===== src/include/ppc_regs.svh =====
// register offset, bit positions, reset values for the port configuration bits
`ifndef PPC_REGS_SVH
`define PPC_REGS_SVH
`define PPC_PORT_CONFIGURATION_ADDR  5'h10
`define PPC_BIT_LOOPBACK_DISABLE     8
`define PPC_BIT_CRS_EXTEND           7
`define PPC_BIT_RSVD6                6
`define PPC_BIT_PREAMBLE_PASS        5
`define PPC_BIT_RSVD4                4
`define PPC_BIT_RSVD3                3
`define PPC_BIT_RSVD2                2
`define PPC_BIT_ALT_NEXT_PAGE        1
`define PPC_CFG_RESET                16'h0080
`define PPC_CFG_WRITE_MASK           16'h01fe
`define PPC_PREAMBLE_NIBBLE          4'h5
`define PPC_SFD_NIBBLE               4'hd
`endif


===== src/include/ppc_pkg.sv =====
// types for the port configuration block
package ppc_pkg;
  typedef enum logic [2:0] {
    PPC_RX_IDLE     = 3'b001,
    PPC_RX_PREAMBLE = 3'b010,
    PPC_RX_DATA     = 3'b100
  } ppc_rx_state_t;
endpackage


===== src/ppc_cfg_reg.sv =====
// one stored configuration bit with write strobe and reset value
`timescale 1ns/10ps
module ppc_cfg_reg #(
  parameter logic RESET_VAL = 1'b0
) (
  input  wire logic i_clk,
  input  wire logic i_rst,
  input  wire logic i_we,
  input  wire logic i_wd,
  output logic      o_q
);
  always_ff @(posedge i_clk) begin
    if (i_rst) begin
      o_q <= RESET_VAL;
    end else if (i_we) begin
      o_q <= i_wd;
    end
  end
endmodule


===== src/ppc_port_config.sv =====
// port configuration bits 8..1 and the receive-side behaviour they steer
// Function
// - bit 8 set stops half-duplex 10BASE-T loopback
// - bit 7 set holds CRS until RX_DV drops, at 10 Mbps only
// - preamble pass clear: RX_DV with SFD
// - preamble pass set: RX_DV with CRS, preamble
// - 100 Mbps always passes preamble
// - bit 1 enables alternate next-page capability
`timescale 1ns/10ps
`include "ppc_regs.svh"
module ppc_port_config (
  input  wire logic        i_clk,
  input  wire logic        i_rst,
  input  wire logic [4:0]  i_reg_addr,
  input  wire logic        i_reg_we,
  input  wire logic [15:0] i_reg_wdata,
  output logic      [15:0] o_reg_rdata,
  input  wire logic        i_speed_100,
  input  wire logic        i_full_duplex,
  input  wire logic        i_tx_en,
  input  wire logic [3:0]  i_txd,
  input  wire logic        i_line_crs,
  input  wire logic        i_line_rx_valid,
  input  wire logic [3:0]  i_line_rxd,
  output logic             o_crs,
  output logic             o_rx_dv,
  output logic      [3:0]  o_rxd,
  output logic             o_alternate_next_page_enable
);
  // address decode and masked write data
  wire        sel        = (i_reg_addr == `PPC_PORT_CONFIGURATION_ADDR);
  wire        we         = sel & i_reg_we;
  wire [15:0] wmask_data = i_reg_wdata & `PPC_CFG_WRITE_MASK;
  logic [15:0] cfg;

  // one stored flip-flop per implemented bit
  // bit 1: alternate next page
  ppc_cfg_reg #(.RESET_VAL(1'(`PPC_CFG_RESET >> `PPC_BIT_ALT_NEXT_PAGE))) u_bit1 (
    .i_clk (i_clk),
    .i_rst (i_rst),
    .i_we  (we),
    .i_wd  (wmask_data[`PPC_BIT_ALT_NEXT_PAGE]),
    .o_q   (cfg[`PPC_BIT_ALT_NEXT_PAGE])
  );

  // bit 2: reserved, stored
  ppc_cfg_reg #(.RESET_VAL(1'(`PPC_CFG_RESET >> `PPC_BIT_RSVD2))) u_bit2 (
    .i_clk (i_clk),
    .i_rst (i_rst),
    .i_we  (we),
    .i_wd  (wmask_data[`PPC_BIT_RSVD2]),
    .o_q   (cfg[`PPC_BIT_RSVD2])
  );

  // bit 3: reserved, stored
  ppc_cfg_reg #(.RESET_VAL(1'(`PPC_CFG_RESET >> `PPC_BIT_RSVD3))) u_bit3 (
    .i_clk (i_clk),
    .i_rst (i_rst),
    .i_we  (we),
    .i_wd  (wmask_data[`PPC_BIT_RSVD3]),
    .o_q   (cfg[`PPC_BIT_RSVD3])
  );

  // bit 4: reserved, stored
  ppc_cfg_reg #(.RESET_VAL(1'(`PPC_CFG_RESET >> `PPC_BIT_RSVD4))) u_bit4 (
    .i_clk (i_clk),
    .i_rst (i_rst),
    .i_we  (we),
    .i_wd  (wmask_data[`PPC_BIT_RSVD4]),
    .o_q   (cfg[`PPC_BIT_RSVD4])
  );

  // bit 5: preamble pass
  ppc_cfg_reg #(.RESET_VAL(1'(`PPC_CFG_RESET >> `PPC_BIT_PREAMBLE_PASS))) u_bit5 (
    .i_clk (i_clk),
    .i_rst (i_rst),
    .i_we  (we),
    .i_wd  (wmask_data[`PPC_BIT_PREAMBLE_PASS]),
    .o_q   (cfg[`PPC_BIT_PREAMBLE_PASS])
  );

  // bit 6: reserved, stored
  ppc_cfg_reg #(.RESET_VAL(1'(`PPC_CFG_RESET >> `PPC_BIT_RSVD6))) u_bit6 (
    .i_clk (i_clk),
    .i_rst (i_rst),
    .i_we  (we),
    .i_wd  (wmask_data[`PPC_BIT_RSVD6]),
    .o_q   (cfg[`PPC_BIT_RSVD6])
  );

  // bit 7: carrier sense extend, resets set
  ppc_cfg_reg #(.RESET_VAL(1'(`PPC_CFG_RESET >> `PPC_BIT_CRS_EXTEND))) u_bit7 (
    .i_clk (i_clk),
    .i_rst (i_rst),
    .i_we  (we),
    .i_wd  (wmask_data[`PPC_BIT_CRS_EXTEND]),
    .o_q   (cfg[`PPC_BIT_CRS_EXTEND])
  );

  // bit 8: loopback disable
  ppc_cfg_reg #(.RESET_VAL(1'(`PPC_CFG_RESET >> `PPC_BIT_LOOPBACK_DISABLE))) u_bit8 (
    .i_clk (i_clk),
    .i_rst (i_rst),
    .i_we  (we),
    .i_wd  (wmask_data[`PPC_BIT_LOOPBACK_DISABLE]),
    .o_q   (cfg[`PPC_BIT_LOOPBACK_DISABLE])
  );

  // bits 15..9 and 0 are not implemented
  assign cfg[0]     = 1'b0;
  assign cfg[15:9]  = 7'h00;

  // named control bits
  wire twisted_pair_loopback_disable = cfg[`PPC_BIT_LOOPBACK_DISABLE];
  wire carrier_sense_extend_select   = cfg[`PPC_BIT_CRS_EXTEND];
  wire preamble_pass                 = cfg[`PPC_BIT_PREAMBLE_PASS];
  wire alternate_next_page_enable    = cfg[`PPC_BIT_ALT_NEXT_PAGE];

  // reserved bits store what is written and are left to software
  assign o_reg_rdata = sel ? cfg : 16'h0000;
  assign o_alternate_next_page_enable = alternate_next_page_enable;

  // half-duplex 10BASE-T loops transmit back unless disabled
  wire       loop_on    = ~i_speed_100
                        & ~i_full_duplex
                        & ~twisted_pair_loopback_disable;
  wire       loop_tx    = loop_on & i_tx_en;
  wire       crs_src    = loop_on ? (i_tx_en | i_line_crs)
                                  : i_line_crs;
  wire       src_valid  = loop_tx | i_line_rx_valid;
  wire [3:0] src_data   = loop_tx ? i_txd : i_line_rxd;
  // preamble is always passed at 100 Mbps
  wire       pass_pre   = preamble_pass | i_speed_100;
  // frame delimiter seen on the selected source
  wire       sfd_seen   = src_valid & (src_data == `PPC_SFD_NIBBLE);
  // carrier extension only applies at 10 Mbps
  wire       crs_ext_on = carrier_sense_extend_select & ~i_speed_100;

  ppc_pkg::ppc_rx_state_t st_q, st_d;
  logic       dv_q, dv_d;
  logic       crs_q, crs_d;
  logic [3:0] rxd_q, rxd_d;

  // next receive state and outputs
  always_comb begin
    st_d  = st_q;
    dv_d  = 1'b0;
    rxd_d = 4'h0;
    unique case (st_q)
      ppc_pkg::PPC_RX_IDLE: begin
        if (crs_src && pass_pre) begin
          st_d  = ppc_pkg::PPC_RX_PREAMBLE;
          dv_d  = 1'b1;
          rxd_d = `PPC_PREAMBLE_NIBBLE;
        end else if (crs_src) begin
          st_d = ppc_pkg::PPC_RX_PREAMBLE;
        end
      end
      ppc_pkg::PPC_RX_PREAMBLE: begin
        if (!crs_src) begin
          st_d = ppc_pkg::PPC_RX_IDLE;
        end else if (sfd_seen) begin
          st_d  = ppc_pkg::PPC_RX_DATA;
          dv_d  = 1'b1;
          rxd_d = src_data;
        end else if (pass_pre) begin
          dv_d  = 1'b1;
          rxd_d = `PPC_PREAMBLE_NIBBLE;
        end
      end
      ppc_pkg::PPC_RX_DATA: begin
        if (src_valid) begin
          dv_d  = 1'b1;
          rxd_d = src_data;
        end else begin
          st_d = ppc_pkg::PPC_RX_IDLE;
        end
      end
      default: st_d = ppc_pkg::PPC_RX_IDLE;
    endcase
    // extended carrier sense lasts until receive data valid drops
    crs_d = crs_src | (crs_ext_on & dv_d);
  end

  // receive state and output registers
  always_ff @(posedge i_clk) begin
    if (i_rst) begin
      st_q <= ppc_pkg::PPC_RX_IDLE;
    end else begin
      st_q <= st_d;
    end
  end

  always_ff @(posedge i_clk) begin
    if (i_rst) begin
      dv_q <= 1'b0;
    end else begin
      dv_q <= dv_d;
    end
  end

  always_ff @(posedge i_clk) begin
    if (i_rst) begin
      crs_q <= 1'b0;
    end else begin
      crs_q <= crs_d;
    end
  end

  always_ff @(posedge i_clk) begin
    if (i_rst) begin
      rxd_q <= 4'h0;
    end else begin
      rxd_q <= rxd_d;
    end
  end

  // registered MII receive outputs
  assign o_rx_dv = dv_q;
  assign o_crs   = crs_q;
  assign o_rxd   = rxd_q;
endmodule


===== config.mk =====
export PLATFORM = sky130hd
export DESIGN_NAME = ppc_port_config
export DESIGN_NICKNAME = d
export VERILOG_FILES = /design/src/include/ppc_pkg.sv /design/src/ppc_cfg_reg.sv /design/src/ppc_port_config.sv
export VERILOG_INCLUDE_DIRS = /design/src /design/src/include
export SDC_FILE = /design/constraint.sdc
export NUM_CORES = 1
export LEC_CHECK = 0
export BUFFER_PORTS_ARGS = -buffer_cell sky130_fd_sc_hd__buf_2
export CORE_MARGIN = 4
export CORE_UTILIZATION = 38
export CTS_BUF_LIST = sky130_fd_sc_hd__clkbuf_4
export DETAILED_ROUTE_END_ITERATION = 6
export PLACE_DENSITY = 0.76
export SETUP_SLACK_MARGIN = 0.02
export SLEW_MARGIN = 20
export SYNTH_ARGS = -nofsm -noshare
export SYNTH_HDL_FRONTEND = slang
export SYNTH_HIERARCHICAL = 1
export SYNTH_SLANG_ARGS = --single-unit

===== constraint.sdc =====
create_clock -name i_clk -period 1.4 [get_ports i_clk]
set_input_delay 0.07 -clock i_clk [delete_from_list [all_inputs] [get_ports i_clk]]
set_output_delay 0.07 -clock i_clk [all_outputs]
set_load 0.03 [all_outputs]

### Yosys cells after proc, flatten, opt, wreduce, memory -nomap -nowiden

Cells that the tools add are included.

| storage, ports and cells | value |
|---|---|
| input bits | 37 |
| register bits | 17 |
| logic and storage cells | 57 |
| output and inout port bits | 23 |

| operators by class | value |
|---|---|
| muxes and demuxes | 21 |
| eq/ne operators | 8 |
| reductions and logical operators | 2 |
| bitwise logic cells | 14 |

Operator list:

| cell | number |
|---|---|
| $mux 3 | 7 |
| $mux 4 | 4 |
| $pmux 4 s3 | 1 |
| $mux 9 | 1 |
| $pmux 3 s3 | 1 |
| $and 1x1->1 | 7 |
| $mux 1 | 6 |
| $ne 3x3->1 const B | 2 |
| $eq 5x5->1 const B | 1 |
| $eq 4x4->1 const B | 1 |
| $or 1x1->1 | 4 |
| $eq 3x1->1 const B | 1 |
| $eq 3x2->1 const B | 1 |
| $eq 3x3->1 const B | 1 |
| $not 1->1 | 3 |
| $pmux 1 s3 | 1 |
| $reduce_and 3->1 | 1 |
| $ne 2x2->1 const B | 1 |
| $logic_and 1x1->1 | 1 |

### Logic depth before layout (Yosys ltp)

Gate-level depths: netlist of run 1.

| logic depth | value |
|---|---|
| depth in word-level cells | 12 |
| depth in mapped cells | 5 |
| gate-level depth less buffers | 4 |

### By module

Netlist of run 1, hierarchy kept.

By module, submodules not included:

| module | instances | area each (sq um) | cells each | sequential area each (sq um) |
|---|---|---|---|---|
| ppc_port_config | 1 | 615.6 | 74 | 180.2 |
| ppc_cfg_reg at u_bit1 ... | 7 | 33.8 | 3 | 20.0 |
| ppc_cfg_reg at u_bit7 | 1 | 35.0 | 3 | 20.0 |

### Worst setup path before layout of run 1

Ideal clock, no wire load.

| timing path | value |
|---|---|
| kind | input -> register |
| start point | input i_reg_addr[1] |
| end point | register u_bit7.o_q |
| stages on the path | 4 |
| buffers on the path | 0 |
| data required time | 1.280 ns |
| data arrival time | 1.433 ns |
| setup slack | -0.153 ns |
| library setup time | 0.120 ns |
| path through | nor4_1 > and3_1 > nor2b_1 > a211o_1 |

| on the way | value |
|---|---|
| word-level cells in the longest chain between the ends | 2 |

Ends and longest elaborated chain:

| element | line | text |
|---|---|---|
| start, declared | ppc_port_config.sv:14 | `input wire logic [4:0] i_reg_addr,` |
| $eq 5x5->1 (no source line) | -- |  |
| $and 1x1->1 | ppc_port_config.sv:32 | `wire we = sel & i_reg_we;` |
| via we | ppc_port_config.sv:32 |  |
| end signal, assigned | ppc_cfg_reg.sv:16 | `o_q <= i_wd;` |
| end, declared | ppc_cfg_reg.sv:10 | `output logic o_q` |

The timed path passes the listed nets, and every way through them passes these cells.
A chain may end at the register's enable or synchronous reset.

### Worst setup path in the final report of run 1

| timing path | value |
|---|---|
| start point | register u_bit8.o_q |
| end point | register rxd_q[0] (netlist: o_rxd[0]) |

| on the way | value |
|---|---|
| word-level cells in the longest chain between the ends | 9 |
| elaborated cells between the ends (all ways) | 14 |
| those cells by class | eq/ne (1); mux (7); bitwise (5); reduce/logical (1) |

Ends and longest elaborated chain:

| element | line | text |
|---|---|---|
| start, declared | ppc_cfg_reg.sv:10 |  |
| start signal, assigned | ppc_cfg_reg.sv:16 |  |
| $not 1->1 (*) | ppc_port_config.sv:126 | `& ~twisted_pair_loopback_disable;` |
| $and 1x1->1 (*) | ppc_port_config.sv:126 |  |
| $and 1x1->1 | ppc_port_config.sv:127 | `wire loop_tx = loop_on & i_tx_en;` |
| $mux 4 | ppc_port_config.sv:131 | `wire [3:0] src_data = loop_tx ? i_txd : i_line_rxd;` |
| $eq 4x4->1 (no source line) | -- |  |
| $and 1x1->1 | ppc_port_config.sv:135 | `` wire sfd_seen = src_valid & (src_data == `PPC_SFD_NIBBLE); `` |
| $mux 4 | ppc_port_config.sv:162 | `end else if (sfd_seen) begin` |
| $mux 4 | ppc_port_config.sv:160 | `if (!crs_src) begin` |
| $pmux 4 s3 (*) | ppc_port_config.sv:149 | `unique case (st_q)` |
| end signal, assigned | ppc_port_config.sv:214 | `rxd_q <= rxd_d;` |
| end, declared | ppc_port_config.sv:142 | `logic [3:0] rxd_q, rxd_d;` |

Mark *: on every way between the ends. The rest lies on a longest branch, timed or not.

==> impl_results.md, run 1 <==
- Cells after Synth: 98
- Req. time, crit path: 1.64 ns
- Leak: 0.648 nW
- Clk slew on worst S/H paths: between 0.1 and 0.15 ns
- Boundary Pins: 60
- Synthesized cell area: 887 sq um
- CP max-delay cell: or4b_4
- Gate power share: 21.1%
- Residual DRC: 0
- Area grow syn2layout: 48.4%
- DRT Wirelength: 2.47 mm
- Fraction of registers with async set/reset: 0%
- Internal power: 695 uW
- FF+latch count, synth: 17
- Num CTS Buffers: 3
- Finished layout cell area: about 1300 sq um
- Row Count: 17
- Final nets: between 150 and 200
- Post-synthesis sequential area ratio: a little under two fifths
- Fin Clk Skew: between 0.0015 and 0.002 ns
- Clock Latency Late Sink: approximately 0.30 ns
- Ant diodes: 0
- TritonCTS clock tree: built
- Root buf cell: clkbuf_4
- Violated checks: setup timing
- Largest stage delay, worst path: approximately 0.53 ns
- Peak VDD IR: 0.000631 V
- Worst-path cell chain: or4b_4, o21ai_1, o211ai_1, a21oi_1
- Number of synthesized flops with an enable pin: 0
- Slack of the critical path: -0.0612 ns
- CP Launch Type: register
- Warnings, synthesis: 6
- Synth top area cells: dfxtp_1 (38%), mux2i_1 (9.0%), and3_1 (7.1%)
- Routed Antenna Nets: 0
- Detailed Place HPWL: 1.85 mm
- Post-layout min period: ~1.5 ns
- HP Class: in -> reg
- Final hold vios: 0
- WHS: roughly 0.0016 ns
- Unrepaired setup endpoints after global routing: true
- Syn Area/Cell: slightly above 9 sq um
- Critical Path Sink Type: register
- Setup violations, final: 4
- Routed wire per std cell: 13.2 um
- Die Wd: roughly 56 um
- Fmax: 684 MHz
- Maximum buffer depth of the clock tree: 2
- Cell accounting for the most synthesized area: dfxtp_1
- Flop pwr share: 50.3%
- Arrival time worst endpoint: ~1.7 ns
- Die area: ~3200 sq um
- Sw power: 304 uW
- Total of max-cap violations: 0
- Count of final max-slew check failures: 0
- Vias in the first global route: 966
- Fin util: between 50% and 60%
- Initial Util: around two fifths
- Critical path peak fanout: 5
- H-tree levels: 1
- Cell with the most instances after synthesis: dfxtp_1
- All-Layer GR Usage: ~16%
- Routability congestion estimate: a little under 0.8
- Via count: 943
- Synth cell types: 34
- WP buf/inv: 0
- Largest net degree at the start of global routing: 14
- CTS sink count: 17
- Switching Share: 30.4%
- Core footprint: between 2000 and 2500 sq um
- Yosys top cell area share: 38.4%
- Period utilisation layout: 104%
- Via density: 5.04
- Drt pass-1 iters: 4
- Clock network fraction of design power: 28.6%
- Gr ovfl total: 0
- Die Ht: 56.3 um
- Status: finished with violations
- Kind of critical path: reg -> reg
- Placed cell areas: 1190 sq um
- Post-synth top flop: dfxtp_1
- Synth cell count leaders: dfxtp_1 (17), and3_1 (10), nor2_1 (10)
- First-pass GRT wire length: around 4 mm
- Family with the most delay on the worst path: simple AND/OR/NAND/NOR gates
- Share of layout cells above drive strength 1: between 40% and 50%
- DR iter-0 viols: 10
- Power density cells: around 760 nW/um^2
- Antenna violations before repair: 0
- PortBufs: 43
[worst register-to-register path: cells and delay by family, from the launching register on]
family | cells | cell delay (ns)
flip-flops | 1 | 0.36
AND/OR/NAND/NOR | 1 | 0.53
AO/OA/AOI/OAI | 3 | 0.50
[cells by family after synthesis]
| logic type | count (synthesis) | share of synthesized area, % |
|---|---|---|
| xor gates and xnor gates | 1 | 0.987 |
| buffers and inverters | 11 | 8.89 |
| AOI/OAI and AO/OA | 22 | 16.8 |
| and+or+nand+nor | 38 | 25.5 |
| muxes | 8 | 9.03 |
| other | 1 | 0.423 |
| DFF | 17 | 38.4 |
[registers in the layout, summed over array words and instances (netlist names)]
register / flops
o_rx_dv: 1
st_q: 3
o_rxd: 4
u_bit7/o_q: 1
u_bit4/o_q: 1
u_bit1/o_q: 1
u_bit8/o_q: 1
u_bit2/o_q: 1
u_bit3/o_q: 1
o_crs: 1
u_bit5/o_q: 1
u_bit6/o_q: 1
[what timing repair did]
item                                   CTS  global route
endpoints found under the hold margin    2             0
setup endpoints to repair                8             9
pin swaps                                5             2
cloned                                   1             0
hold buffers                             2             0
buffers inserted                         3             0
gates resized for setup                  6             3
[layout by cell type (no fill, tap or decap), types with 2 or more instances in the layout]
cell type       n
nand2_1         4
or4b_4          2
nor2_1          9
a21o_1          3
clkbuf_4        3
inv_1           2
buf_4          11
conb_1          8
buf_2          43
a21oi_1         5
o21ai_1         4
dfxtp_1        16
dlygate4sd3_1   2
nand2b_1        2
and3_1          9
mux2i_1         8
[metrics by stage]
step / std cells / total power, mW / setup TNS, ns / worst slack, ns
2_1_floorplan: 105 / 0.632 / 0 / 0.00448
3_3_place_gp: 177 / 0.694 / 0 / 0.00815
3_5_place_dp: 177 / 0.700 / -0.161 / -0.0595
4_1_cts: 187 / 0.999 / -0.196 / -0.0678
5_1_grt: 187 / 1.04 / -0.626 / -0.131
6_report: 187 / 1.00 / -0.127 / -0.0612
[area by class of cell]
type / instances / area, sq um
Sequential cell: 17 / 342
Fill cell: 210 / 896
Clock inverter: 1 / 7.51
Tap cell: 28 / 35.0
Inverter: 2 / 7.51
Clock buffer: 3 / 22.5
Timing Repair Buffer: 58 / 349
Multi-Input combinational cell: 78 / 553
[power groups by stage]
stage	clock, mW	sequential (mW)	combinational (mW)
6_report	0.286	0.503	0.211
3_5_place_dp	0	0.514	0.186
2_1_floorplan	0	0.523	0.109
3_3_place_gp	0	0.513	0.181
5_1_grt	0.312	0.505	0.228
4_1_cts	0.293	0.503	0.203
[layer usage]
metal | share of wire [%] | vias up | global-route usage (%)
li1 | - | 463 | -
met1 | 36 | 430 | 15.4
met4 | 1.1 | 0 | 4.07
met5 | 0 | - | 0
met2 | 55 | 46 | 30.7
met3 | 8.5 | 4 | 5.29
[final timing paths]
kind / startpoint / to / slack (ns) / depth (start not counted)
hold / removal: i_reg_wdata[2] / u_bit2/o_q / 0.002 / 3
setup / recovery: u_bit8/o_q / o_rxd[0] / -0.06 / 4
setup reg to reg: u_bit8/o_q / o_rxd[0] / -0.06 / 4
hold reg to reg: u_bit7/o_q / o_crs / 0.51 / 2
No activity file was read; power rests on OpenSTA's default activity.
==> run 2, diff against run 1 <==
--- a/config.mk
+++ b/config.mk
@@ -7,14 +7,14 @@
 export NUM_CORES = 1
 export LEC_CHECK = 0
 export BUFFER_PORTS_ARGS = -buffer_cell sky130_fd_sc_hd__buf_2
+export CAP_MARGIN = 20
 export CORE_MARGIN = 4
-export CORE_UTILIZATION = 38
+export CORE_UTILIZATION = 39
 export CTS_BUF_LIST = sky130_fd_sc_hd__clkbuf_4
 export DETAILED_ROUTE_END_ITERATION = 6
 export PLACE_DENSITY = 0.76
-export SETUP_SLACK_MARGIN = 0.02
+export SETUP_SLACK_MARGIN = 0.3
 export SLEW_MARGIN = 20
 export SYNTH_ARGS = -nofsm -noshare
 export SYNTH_HDL_FRONTEND = slang
-export SYNTH_HIERARCHICAL = 1
 export SYNTH_SLANG_ARGS = --single-unit
==> run 2 against run 1 <==
The flow still finishes with violations (setup timing). Global-route usage decreased by 1.0 points. Largest cell class unchanged. Synthesized cell count increased by 5.1%. Critical path depth increased by 2. Power increased by 0.50%. Clock power decreased by 5%. Cell count increased by 0.53%. Design area increased by 8.0%. Highest routed layer unchanged.
==> impl_results.md, run 2 <==
- Status: finished with violations
- Violated checks: setup timing
- Compound-Gate Fraction of Synth Area: 14.7%
- Critical Path Sink Type: register
- Fmax: 672 MHz
- Internal power: between 700 and 800 uW
- Largest family of logic cells by synthesized area: simple AND/OR/NAND/NOR gates
- DRT Wirelength: roughly 2.5 mm
- PortBufs: 43
- Post-synthesis sequential area ratio: 36.0%
- Finished layout cell area: about 1400 sq um
- Initial Util: 41.9%
- Post-Layout Cell Count: 188
- Gr ovfl total: 0
- Routed Antenna Nets: 0
- Placed cell areas: 1230 sq um
- Critical path peak fanout: 4
- Clock Latency Late Sink: ~0.28 ns
- Largest net degree at the start of global routing: 12
- Power density cells: about 710 nW/um^2
- Share of layout cells above drive strength 1: about half
- Via density: about 5.1
- Post-layout min period: 1.49 ns
- Fin util: 63.0%
- Number of synthesized flops with an enable pin: 0
- WHS: a little under 0.02 ns
- Count of final max-slew check failures: 0
- Flop-to-flop setup slack: -0.09 ns
- Area grow syn2layout: 50.5%
- TritonCTS clock tree: built
- Num CTS Buffers: 3
- FF+latch count, synth: 17
- Sw power: about 280 uW
- DR iter-0 viols: 27
- Synth top area cells: dfxtp_1 (36%), mux2i_1 (9.5%), buf_4 (6.4%)
- Switching Share: between 20% and 30%
- Total of max-cap violations: 0
- Clk slew on worst S/H paths: ~0.09 ns
- Routability congestion estimate: between 0.8 and 0.9
- Commonest non-fill, non-tap cells in the layout: buf_2 (34), dfxtp_1 (15), buf_4 (14), nor2_1 (10), mux2i_1 (9)
- Cell accounting for the most synthesized area: dfxtp_1
- R2R Path Start: u_bit8.o_q
- First-pass GRT wire length: a little under 4 mm
- H-tree levels: 1
- Vias in the first global route: 940
- Kind of critical path: reg -> reg
- Flop pwr share: between 40% and 50%
- Leak: ~0.7 nW
- Post-synthesis adder-cell area fraction: 0%
- Root buf cell: clkbuf_4
- Cell with the most instances after synthesis: dfxtp_1
- Boundary Pins: 60
- Antenna violations before repair: 0
- Hold EP: u_bit1.o_q
- Synth cell types: 39
- Die Wd: 57.2 um
- Setup violations, final: 8
- Yosys top cell area share: between 30% and 40%
- Post-synth top flop: dfxtp_1
- Clock network fraction of design power: 27.0%
- Peak VDD IR: slightly below 0.0005 V
- Arrival time worst endpoint: ~1.7 ns
- Cells after Synth: between 100 and 150
- Setup TNS: -0.497 ns
- HP Class: in -> reg
- Synth cell count leaders: dfxtp_1 (17), nor2_1 (11), mux2i_1 (9)
- Via count: about 970
- Routed wire per std cell: 13.3 um
- Worst-case reg-to-reg path depth: 6
- Die area: 3270 sq um
- Commonest non-fill, non-tap cell in the layout: buf_2
- CTS sink count: 17
- Die Ht: 57.2 um
- All-Layer GR Usage: approximately 15%
- Unrepaired setup endpoints after global routing: true
- Synthesized cell area: 945 sq um
- Gate power share: between 20% and 30%
- Period utilisation layout: 106%
- Core footprint: around 2300 sq um
- Simple-Gate Fraction of Synth Area: between 20% and 30%
- Detailed Place HPWL: 1.89 mm
- Final nets: between 150 and 200
- Fraction of registers with async set/reset: 0%
- Worst r2r dst: o_rxd[3]
- Hold Startpoint: i_reg_wdata[1]
- Slack of the critical path: -0.0886 ns
- Row Count: 17
- Residual DRC: 0
- Req. time, crit path: 1.57 ns
- Warnings, synthesis: 0
- Drt pass-1 iters: 4
- Fin Clk Skew: between 0.0008 and 0.0009 ns
- XOR/XNOR Fraction of Synth Area: less than 1%
- Placed Cells: 178
- Ant diodes: 0
- Maximum buffer depth of the clock tree: 2
- Mux share of post-synthesis cell area: 9.54%
- Syn Area/Cell: 9.17 sq um
- CP Launch Type: register
- Final hold vios: 0
- Worst hold path depth: 3
- Max reg flops: 4
run 2: changes by cell type after synthesis, sizes merged, moves of 2 or more:
cell	before	now
a21oi	6	8
and3	10	8
nand3	0	4
o21ai	6	4
run 2: layout make-up:
type	instances	area, sq um
Timing Repair Buffer	57	375
Tap cell	28	35.0
Sequential cell	17	345
Multi-Input combinational cell	80	628
Inverter	2	7.51
Fill cell	207	833
Clock buffer	4	30.0
run 2: cells by family (layout without fill, tap and decap cells):
logic type / Yosys count / in the layout
AND/OR/NAND/NOR: 41 / 41
buffers and inverters: 13 / 63
AO/OA/AOI/OAI: 21 / 21
XOR/XNOR: 1 / 1
flip-flops: 17 / 17
multiplexers: 9 / 9
other: 1 / 8
run 2: layer usage:
layer | vias up | wire length, um | global-route usage (%)
met5 | - | 0 | 0
met4 | 0 | 7 | 4.64
met3 | 2 | 252 | 4.52
met2 | 45 | 1260 | 26.3
met1 | 450 | 991 | 16.3
li1 | 469 | - | -
run 2: stage by stage:
stage,power (mW),worst slack (ns)
after floorplan,0.648,0.0115
after global placement,0.717,-0.0660
after detailed placement,0.721,-0.0913
after CTS,1.01,-0.0904
after global routing,1.05,-0.156
final,1.00,-0.0886
run 2: timing repair:
action	in CTS	in global routing
pin swaps	7	5
setup endpoints to repair	11	17
setup buffers	3	2
gates resized for setup	14	25
hold endpoints to repair	1	0
hold buffers	1	0
run 2: worst max-delay path by stage:
stage,from,end,slack (ns),cells after the start
after detailed placement,u_bit8.o_q,o_rxd[3],-0.09,5
after floorplan,u_bit8.o_q,o_rxd[3],0.01,5
final,u_bit8.o_q,o_rxd[3],-0.09,6
after global placement,u_bit8.o_q,o_rx_dv,-0.07,5
after global routing,u_bit8.o_q,o_rxd[3],-0.16,5
after CTS,u_bit8.o_q,o_rxd[3],-0.09,5
run 2: power by group through the flow:
stage | Sequential (mW) | Combinational [mW] | Clock (mW)
floorplan | 0.525 | 0.122 | 0
global placement | 0.512 | 0.205 | 0
detailed placement | 0.512 | 0.209 | 0
CTS | 0.499 | 0.224 | 0.283
global route | 0.501 | 0.252 | 0.302
finish | 0.499 | 0.235 | 0.271
run 2: worst max-delay path, stage by stage (launching register included):
cell and delay, ns:
dfxtp_4 0.35, or4b_4 0.48, buf_6 0.15, buf_4 0.14, nand3_1 0.08, a21o_1 0.13, a21oi_2 0.06
